## src/hw/mcm_pkg.sv

```systemverilog
package mcm_pkg;
	// width of the configuration word seen at the cfg ports
	localparam int CFG_W = 16;
	// field positions inside the configuration word
	localparam int P3_INC_A_BIT = 6;
	localparam int P3_INC_B_BIT = 7;
	localparam int P3_INC_C_BIT = 8;
	localparam int ANGLE_LO_BIT = 9;
	localparam int ANGLE_HI_BIT = 10;
	localparam int NOMINAL_VOLTAGE_VALUE_A_BIT = 11;
	localparam int NOMINAL_VOLTAGE_VALUE_B_BIT = 12;
	localparam int NOMINAL_VOLTAGE_VALUE_C_BIT = 13;
	localparam int FREQ_BIT = 14;
	// values after reset
	localparam logic [2:0] P3_INC_RST = 3'h7;
	localparam logic [1:0] ANGLE_RST = 2'h0;
	localparam logic [2:0] NOMINAL_VOLTAGE_VALUE_EN_RST = 3'h0;
	localparam logic FREQ_RST = 1'b0;
	// bits of the word held here; the rest read as zero
	localparam logic [CFG_W-1:0] CFG_MASK = 16'h7fc0;
	// angle selector codes
	localparam logic [1:0] ANG_V_TO_I = 2'h0;
	localparam logic [1:0] ANG_V_TO_V = 2'h1;
	localparam logic [1:0] ANG_I_TO_I = 2'h2;
	localparam logic [1:0] ANG_NONE = 2'h3;
	// datapath widths
	localparam int VW = 24;
	localparam int PW = 32;
	localparam int SUMW = 34;

	// decoded configuration fields, index 0 is phase a
	typedef struct packed {
		logic line_freq_range_select;
		logic [2:0] nominal_volt_en;
		logic [1:0] angle_measure_select;
		logic [2:0] pulse3_phase_include;
	} mcm_cfg_t;

	// per-phase samples from the measurement front end
	typedef struct packed {
		logic [VW-1:0] vrms;
		logic [VW-1:0] irms;
		logic signed [VW-1:0] vinst;
		logic signed [VW-1:0] iinst;
		logic signed [PW-1:0] power;
	} mcm_phase_in_t;

	// per-phase results after nominal voltage substitution
	typedef struct packed {
		logic [VW-1:0] vrms_eff;
		logic signed [VW-1:0] vinst_eff;
		logic [2*VW-1:0] apparent;
	} mcm_phase_out_t;

	// operands handed to the angle measurement logic
	typedef struct packed {
		logic signed [VW-1:0] x;
		logic signed [VW-1:0] y;
	} mcm_angle_t;
endpackage

```

## src/hw/mcm_phase_path.sv

```systemverilog
`timescale 1ns/1ps
// one phase of the rms / apparent power path with nominal voltage override
module mcm_phase_path
(
	input wire logic core_clk,
	input wire logic rst_n,
	input wire logic nominal_voltage_value_en,
	input wire logic [mcm_pkg::VW-1:0] nominal_voltage_value,
	input wire mcm_pkg::mcm_phase_in_t phase_in,
	output mcm_pkg::mcm_phase_out_t phase_out
);
	// voltage used for every rms instance of this phase
	logic [mcm_pkg::VW-1:0] vrms_sel;
	// full-width product, no truncation
	logic [2*mcm_pkg::VW-1:0] prod;
	mcm_pkg::mcm_phase_out_t out_reg;

	// substitution is a plain mux so both paths have the same latency
	always_comb
	begin
		vrms_sel = nominal_voltage_value_en ? nominal_voltage_value : phase_in.vrms;
		prod = (2*mcm_pkg::VW)'(vrms_sel) * (2*mcm_pkg::VW)'(phase_in.irms);
	end

	// results registered every clock
	always_ff @(posedge core_clk or negedge rst_n)
	begin
		if (!rst_n)
		begin
			out_reg <= '0;
		end
		else
		begin
			out_reg.vrms_eff <= vrms_sel;
			// applied voltage input ignored while overridden
			out_reg.vinst_eff <= nominal_voltage_value_en ? '0 : phase_in.vinst;
			out_reg.apparent <= prod;
		end
	end

	assign phase_out = out_reg;
endmodule

```

## src/hw/mcm_config_core.sv

```systemverilog
`timescale 1ns/1ps
module mcm_config_core
(
	input wire logic core_clk,
	input wire logic rst_n,
	input wire logic cfg_wr,
	input wire logic [mcm_pkg::CFG_W-1:0] cfg_wdata,
	input wire logic comp_cycle,
	input wire logic [mcm_pkg::VW-1:0] nominal_voltage_value,
	input wire mcm_pkg::mcm_phase_in_t [2:0] phase_in,
	output logic [mcm_pkg::CFG_W-1:0] cfg_rdata,
	output logic line_freq_range_select,
	output logic angle_meas_en,
	output mcm_pkg::mcm_angle_t [2:0] angle_pair,
	output logic signed [mcm_pkg::SUMW-1:0] third_pulse_output,
	output mcm_pkg::mcm_phase_out_t [2:0] phase_out
);
	// fields as written by software
	mcm_pkg::mcm_cfg_t shadow_reg;
	// fields the datapath uses, loaded at computation cycle start
	mcm_pkg::mcm_cfg_t active_reg;
	// decoded write data
	mcm_pkg::mcm_cfg_t wr_fields;
	// voltage samples with overridden phases muted
	logic signed [mcm_pkg::VW-1:0] v_use [3];
	logic signed [mcm_pkg::SUMW-1:0] p3_next;
	mcm_pkg::mcm_angle_t [2:0] angle_next;
	logic angle_en_next;
	logic signed [mcm_pkg::SUMW-1:0] third_reg;
	mcm_pkg::mcm_angle_t [2:0] angle_reg;
	logic angle_en_reg;
	logic [mcm_pkg::CFG_W-1:0] rdata_reg;
	logic freq_reg;

	// field extraction from the written word
	always_comb
	begin
		wr_fields.pulse3_phase_include = {cfg_wdata[mcm_pkg::P3_INC_C_BIT],
			cfg_wdata[mcm_pkg::P3_INC_B_BIT], cfg_wdata[mcm_pkg::P3_INC_A_BIT]};
		wr_fields.angle_measure_select =
			cfg_wdata[mcm_pkg::ANGLE_HI_BIT:mcm_pkg::ANGLE_LO_BIT];
		wr_fields.nominal_volt_en = {cfg_wdata[mcm_pkg::NOMINAL_VOLTAGE_VALUE_C_BIT],
			cfg_wdata[mcm_pkg::NOMINAL_VOLTAGE_VALUE_B_BIT], cfg_wdata[mcm_pkg::NOMINAL_VOLTAGE_VALUE_A_BIT]};
		wr_fields.line_freq_range_select = cfg_wdata[mcm_pkg::FREQ_BIT];
	end

	// software copy, also the readback source
	always_ff @(posedge core_clk or negedge rst_n)
	begin
		if (!rst_n)
		begin
			shadow_reg <= '{line_freq_range_select: mcm_pkg::FREQ_RST,
				nominal_volt_en: mcm_pkg::NOMINAL_VOLTAGE_VALUE_EN_RST,
				angle_measure_select: mcm_pkg::ANGLE_RST,
				pulse3_phase_include: mcm_pkg::P3_INC_RST};
		end
		else if (cfg_wr)
		begin
			shadow_reg <= wr_fields;
		end
	end

	// a change mid-cycle would mix two settings in one result,
	// so the datapath only picks it up on the cycle boundary
	always_ff @(posedge core_clk or negedge rst_n)
	begin
		if (!rst_n)
		begin
			active_reg <= '{line_freq_range_select: mcm_pkg::FREQ_RST,
				nominal_volt_en: mcm_pkg::NOMINAL_VOLTAGE_VALUE_EN_RST,
				angle_measure_select: mcm_pkg::ANGLE_RST,
				pulse3_phase_include: mcm_pkg::P3_INC_RST};
		end
		else if (comp_cycle)
		begin
			// a write in the same cycle goes straight through
			active_reg <= cfg_wr ? wr_fields : shadow_reg;
		end
	end

	// readback places the fields back at their bit positions
	always_ff @(posedge core_clk or negedge rst_n)
	begin
		if (!rst_n)
		begin
			rdata_reg <= '0;
			freq_reg <= mcm_pkg::FREQ_RST;
		end
		else
		begin
			rdata_reg <= '0;
			rdata_reg[mcm_pkg::P3_INC_C_BIT:mcm_pkg::P3_INC_A_BIT] <=
				shadow_reg.pulse3_phase_include;
			rdata_reg[mcm_pkg::ANGLE_HI_BIT:mcm_pkg::ANGLE_LO_BIT] <=
				shadow_reg.angle_measure_select;
			rdata_reg[mcm_pkg::NOMINAL_VOLTAGE_VALUE_C_BIT:mcm_pkg::NOMINAL_VOLTAGE_VALUE_A_BIT] <= shadow_reg.nominal_volt_en;
			rdata_reg[mcm_pkg::FREQ_BIT] <= shadow_reg.line_freq_range_select;
			// range choice is passed to the filters, not checked here
			freq_reg <= active_reg.line_freq_range_select;
		end
	end

	// per-phase rms / apparent power paths
	genvar gi;
	generate
		for (gi = 0; gi < 3; gi++)
		begin : g_phase
			// bit 11 + gi of the word enables the override
			mcm_phase_path u_path
			(
				.core_clk(core_clk),
				.rst_n(rst_n),
				.nominal_voltage_value_en(active_reg.nominal_volt_en[gi]),
				.nominal_voltage_value(nominal_voltage_value),
				.phase_in(phase_in[gi]),
				.phase_out(phase_out[gi])
			);
			// overridden phases feed nothing from their voltage pin
			assign v_use[gi] = active_reg.nominal_volt_en[gi] ? '0 : phase_in[gi].vinst;
		end
	endgenerate

	// third pulse output: sum of included phase powers
	always_comb
	begin
		p3_next = '0;
		for (int i = 0; i < 3; i++)
		begin
			if (active_reg.pulse3_phase_include[i])
			begin
				p3_next = p3_next + mcm_pkg::SUMW'(phase_in[i].power);
			end
		end
	end

	// angle operand routing by selector code
	always_comb
	begin
		angle_next = '0;
		angle_en_next = 1'b1;
		case (active_reg.angle_measure_select)
			mcm_pkg::ANG_V_TO_I:
			begin
				// each voltage against its own current
				for (int i = 0; i < 3; i++)
				begin
					angle_next[i].x = v_use[i];
					angle_next[i].y = phase_in[i].iinst;
				end
			end
			mcm_pkg::ANG_V_TO_V:
			begin
				// a-b, b-c, c-a
				for (int i = 0; i < 3; i++)
				begin
					angle_next[i].x = v_use[i];
					angle_next[i].y = v_use[(i + 1) % 3];
				end
			end
			mcm_pkg::ANG_I_TO_I:
			begin
				for (int i = 0; i < 3; i++)
				begin
					angle_next[i].x = phase_in[i].iinst;
					angle_next[i].y = phase_in[(i + 1) % 3].iinst;
				end
			end
			default:
			begin
				// code 11: measurement idle, operands held at zero
				angle_en_next = 1'b0;
			end
		endcase
	end

	// output registers
	always_ff @(posedge core_clk or negedge rst_n)
	begin
		if (!rst_n)
		begin
			third_reg <= '0;
			angle_reg <= '0;
			angle_en_reg <= 1'b0;
		end
		else
		begin
			third_reg <= p3_next;
			angle_reg <= angle_next;
			angle_en_reg <= angle_en_next;
		end
	end

	assign cfg_rdata = rdata_reg;
	assign line_freq_range_select = freq_reg;
	assign third_pulse_output = third_reg;
	assign angle_pair = angle_reg;
	assign angle_meas_en = angle_en_reg;
endmodule

```

## config.mk

```make
export PLATFORM = sky130hd
export DESIGN_NAME = mcm_config_core
export DESIGN_NICKNAME = d
export VERILOG_FILES = /design/src/hw/mcm_pkg.sv /design/src/hw/mcm_phase_path.sv /design/src/hw/mcm_config_core.sv
export SDC_FILE = /design/constraint.sdc
export NUM_CORES = 2
export LEC_CHECK = 0
export BUFFER_PORTS_ARGS = -buffer_cell sky130_fd_sc_hd__buf_4
export CAP_MARGIN = 20
export CORE_UTILIZATION = 45
export DETAILED_ROUTE_END_ITERATION = 10
export MAX_ROUTING_LAYER = met4
export PLACE_DENSITY_LB_ADDON = 0.08
export SETUP_SLACK_MARGIN = 0.02
export SLEW_MARGIN = 20
export SYNTH_ARGS = -nofsm -noshare
export SYNTH_HDL_FRONTEND = slang
export SYNTH_SLANG_ARGS = --single-unit
```

## constraint.sdc

```tcl
create_clock -name core_clk -period 17.4 [get_ports core_clk]
set_input_delay 0.87 -clock core_clk [delete_from_list [all_inputs] [get_ports core_clk]]
set_output_delay 0.87 -clock core_clk [all_outputs]
set_load 0.02 [all_outputs]
```

## After elaboration in Yosys (flattened, before gate mapping)

Index checks and enable logic that the tools add are counted.

| operators by class | value |
|---|---|
| reduce and logical (&&, ||, !) cells | 2 |
| multipliers | 3 |
| eq/ne operators | 2 |
| mux-type cells | 12 |
| $add $sub $neg | 2 |

Operators by type and width:

| kind | number |
|---|---|
| $pmux W144 S3 | 1 |
| $mul A24 B24 Y48 | 3 |
| $mux W24 | 6 |
| $mux W34 | 3 |
| $add A34 B32 Y34 | 2 |
| $mux W9 | 1 |
| $reduce_or A3 Y1 | 1 |
| $eq A2 B1 Y1 const B | 1 |
| $eq A2 B2 Y1 const B | 1 |
| $logic_not A2 Y1 | 1 |
| $mux W1 | 1 |

| storage, ports and cells | value |
|---|---|
| register bits after elaboration | 495 |
| word-level logic and storage cells | 48 |

## Longest topological paths before layout

| logic depth | value |
|---|---|
| depth in word-level cells | 5 |
| mapped depth | 30 |
| mapped depth without buffers | 27 |

## Hierarchy

Synthesis repeated with hierarchy kept, for this count alone.

| second synthesis, totals | value |
|---|---|
| cell total of the unflattened synthesis | 8,221 |
| area, all modules | 77,754.6 sq um |

Modules (own cells, without submodules):

| module | times used | cells each | area an instance (sq um) |
|---|---|---|---|
| mcm_phase_path at g_phase[0].u_path ... | 2 | 2,326 | 21,838.4 |
| mcm_phase_path at g_phase[2].u_path | 1 | 2,348 | 21,902.3 |
| mcm_config_core | 1 | 1,221 | 12,175.4 |

## Least setup slack after synthesis

OpenSTA, ideal clock, no wires.

| path | value |
|---|---|
| path kind | reg-to-reg |
| start point | register active_reg[6] in the netlist's numbering |
| end point | register g_phase[1].u_path.out_reg, in the netlist g_phase[1].u_path.phase_out[41] |
| buffers on the path | 3 |
| setup slack | 9.816 ns |
| data arrival time | 7.504 ns |
| required time | 17.320 ns |
| stages on the path, launching flop included | 28 |
| clock period less this slack | 7.584 ns |
| library setup time | 0.080 ns |
| path through | dfrtp_1 buf_1 buf_1 mux2_2 clkbuf_1 and2_1 fa_1 fa_1 inv_1 fa_1 inv_1 fa_1 fa_1 fa_1 inv_1 fa_1 inv_1 ha_1 a21o_1 a21o_1 a2111oi_2 o21ai_1 o221ai_2 o21ai_1 a41o_1 a21o_1 a21oi_1 xnor2_1 |

| between the ends | value |
|---|---|
| longest elaborated chain between the ends | 2 |

RTL lines:

| item | line | RTL |
|---|---|---|
| start: declaration | mcm_config_core.sv:21 | `mcm_pkg::mcm_cfg_t active_reg;` |
| start signal: assignment | mcm_config_core.sv:69 | `active_reg <= '{line_freq_range_select: mcm_pkg::FREQ_RST,` |
| start signal: assignment | mcm_config_core.sv:77 | `active_reg <= cfg_wr ? wr_fields : shadow_reg;` |
| $mux W24 | mcm_phase_path.sv:21 | `vrms_sel = nominal_voltage_value_en ? nominal_voltage_value : phase_in.vrms;` |
| $mul A24 B24 Y48 | mcm_phase_path.sv:22 | `prod = (2*mcm_pkg::VW)'(vrms_sel) * (2*mcm_pkg::VW)'(phase_in.irms);` |
| named net g_phase[1].u_path.prod, one bit | mcm_phase_path.sv:15 | `logic [2*mcm_pkg::VW-1:0] prod;` |
| end: declaration | mcm_phase_path.sv:16 | `mcm_pkg::mcm_phase_out_t out_reg;` |

The timed path passes the listed nets, and every way through them passes these cells.
A chain may end at the register's enable or synchronous reset.

## Worst setup path in the final report

| path | value |
|---|---|
| start point | register active_reg[7] in the netlist's numbering |
| end point | register g_phase[2].u_path.out_reg, in the netlist g_phase[2].u_path.phase_out[47] |

| between the ends | value |
|---|---|
| longest elaborated chain between the ends | 2 |

RTL lines:

| item | line |
|---|---|
| $mux W24 | mcm_phase_path.sv:21 |
| $mul A24 B24 Y48 | mcm_phase_path.sv:22 |
| named net g_phase[2].u_path.prod, one bit | mcm_phase_path.sv:15 |
| end: declaration | mcm_phase_path.sv:16 |

The timed path passes the listed nets, and every way through them passes these cells.

==> reports/qor.csv <==
metric,value,unit
status,"complete, no violations",
nNetsFinal,11200,
cts-root-buf,clkbuf_16,
grt_pass1_vias,63100,
core-area,170000,um^2
slowest_stage,mux2_2,
crit_end,g_phase[2].u_path.phase_out[47],
area_delta_synth_final,13.8,%
rsz0062_at_grt,no,
clkSinkCount,495,
crit_top_cell,fa_1,
hp-class,in -> async,
worstSetupPathType,reg -> reg,
yosysWarnings,0,
syn_area,77500,um^2
cp.required,18010,ps
remaining_drc_errors,0,
ys_ff_latch,495,
slew-limit-headroom,0.148,
grt_max_degree,94,
multi_input_area,57100,um^2
fin_util,0.518,
syn_inst,8151,
chipHeight,417,um
grt_overflow,0,
synth_top_family_by_area,adder cells,
synth_edf_count,0,
cts_tree,built,
synthXorXnorAreaFrac,0.0207,
ios,912,
gp_congestion,0.973,
yosys.area_share.adder,0.469,
hpwlAfterDp,226000,um
cts_resized,0,
ys_seq_area_frac,0.160,
via_count,59100,
setup_violations,0,
slew_violations,0,
crit_fanout,43,
synth-compound-area-share,0.0638,
track_usage,0.347,
drt-vias-per-instance,5.30,
initial_core_util,0.455,
fmax,106,MHz
endpoint_kind,register,
cts_setup_buffers,0,
reg2reg_from,active_reg[7],
r2r_setup_slack,7930,ps
avgSynthCellArea,9.50,um^2
dr.first_iter.drc_count,3638,
die-width,417,um
fill_cells,16000,
post_route_cells_drive_above_1_share,0.139,
dp.cells,11000,
tightestPinTransition,1280,ps
synth.distinct_cells,95,
reg2reg_depth,24,
hold_viol,0,
critPathLaunchType,register,
finalInstanceArea,88200,um^2
crit_cells,24,
async_flop_share,1.00,
routedWlPerCell,25.8,um
die_area,174000,um^2
muxShareOfSynthArea,0.0275,
synthFlopType,dfrtp_1,
place_area,85800,um^2
antenna_found_initial,66,
cp.arrival,10080,ps
cts-hold-fix-buffers,0,
max_stage_delay,840,ps
worstReg2RegEnd,g_phase[2].u_path.phase_out[47],
cts_buffer_depth,3,
insertion_delay,770,ps
drt-total-wl,288000,um
regArea,12400,um^2
cts_max_level,2,
drtAntennaViolNets,0,
cp_top_family,adder cells,
dr.pass1.iters,5,
cap_violations,0,
port_buffers,897,
final.min_clock_period,9470,ps
num_rows,151,
period_share,0.544,
synth-simple-area-share,0.156,
grt_pass1_wl,425000,um
crit_path_cell_trace,"buf_4, mux2_2, nand2_1, fa_1, inv_1, fa_1, inv_1, fa_1, inv_1, fa_1, fa_1, fa_1, inv_1, fa_1, inv_1, ha_1, and4_1, and2_1, nand2_1, nor4_2, o221ai_2, o311ai_2, a221oi_1, xnor2_1",
setup_tns,0,ps
startpoint,active_reg[7],
critical_path_buf_inv_count,6,
cts_buffers,61,
fin_skew,50.1,ps
largest_reg_flops,288,
cts.reportedPaths.clkPinSlew,70,ps
fin_cells,11100,
## cells in the final DEF, fill, tap and decap left out, types with 39 or more instances in the layout
cell type	Yosys	layout
a21o_1	197	197
a21oi_1	180	180
and2_1	920	920
buf_4	7	928
clkbuf_16	0	61
dfrtp_1	489	484
diode_2	0	50
fa_1	1448	1448
ha_1	587	587
inv_1	1696	1696
mux2_2	119	119
mux2i_1	79	79
nand2_1	1036	1036
nand3_1	39	39
nor2_1	121	121
nor2b_1	167	166
o21ai_0	142	142
xnor2_1	122	122
xor2_1	61	61
## layer usage
metal	vias up	track usage	part of all wire
li1	25700	-	-
met1	30900	0.415	0.39
met2	1984	0.559	0.48
met3	556	0.0499	0.055
met4	0	0.206	0.068
met5	-	-	0
## area by class of cell
class,instances,share of cell area
clock inverter,34,0.00613
tap,2295,0.0326
inverter,1696,0.0722
multi-input combinational,5565,0.648
antenna,50,0.00142
sequential,495,0.141
clock buffer,80,0.0196
timing repair buffer,929,0.0792
## synthesized netlist by cell type (33+ instances only)
master | n | share of area
inv_1 | 1696 | 0.082
fa_1 | 1448 | 0.37
nand2_1 | 1036 | 0.050
and2_1 | 920 | 0.074
ha_1 | 587 | 0.095
dfrtp_1 | 489 | 0.16
clkbuf_1 | 367 | 0.018
a21o_1 | 197 | 0.019
a21oi_1 | 180 | 0.012
nor2b_1 | 167 | 0.013
o21ai_0 | 142 | 0.0092
xnor2_1 | 122 | 0.014
nor2_1 | 121 | 0.0059
mux2_2 | 119 | 0.017
mux2i_1 | 79 | 0.010
xor2_1 | 61 | 0.0069
nand3_1 | 39 | 0.0025
nand4_1 | 33 | 0.0027
## cells by family after synthesis
family / after synthesis
compound gates: 741
xor+xnor: 183
fa+ha+maj: 2035
buf+inv: 2097
flops: 495
mux: 198
other cells: 1
simple gates: 2401
## through the flow
stage / setup slack, ps / hold WS [ps]
4_1_cts: 7870 / 130
6_report: 7930 / 134
3_5_place_dp: 7940 / 359
2_1_floorplan: 9820 / 350
3_3_place_gp: 8010 / 353
5_1_grt: 7540 / 164
## worst min-delay path by stage
stage	depth (start not counted)	to	slack, ps	startpoint
global route	1	g_phase[1].u_path.phase_out[79]	160	rst_n
detailed placement	0	cfg_rdata[14]	360	shadow_reg[8]
global placement	0	cfg_rdata[10]	350	shadow_reg[4]
floorplan	0	cfg_rdata[10]	350	shadow_reg[4]
finish	1	g_phase[1].u_path.phase_out[79]	130	rst_n
CTS	1	g_phase[1].u_path.phase_out[79]	130	rst_n
Power is not shown: default switching activity piles up to over one toggle a cycle in this logic, so the estimate is an artifact.
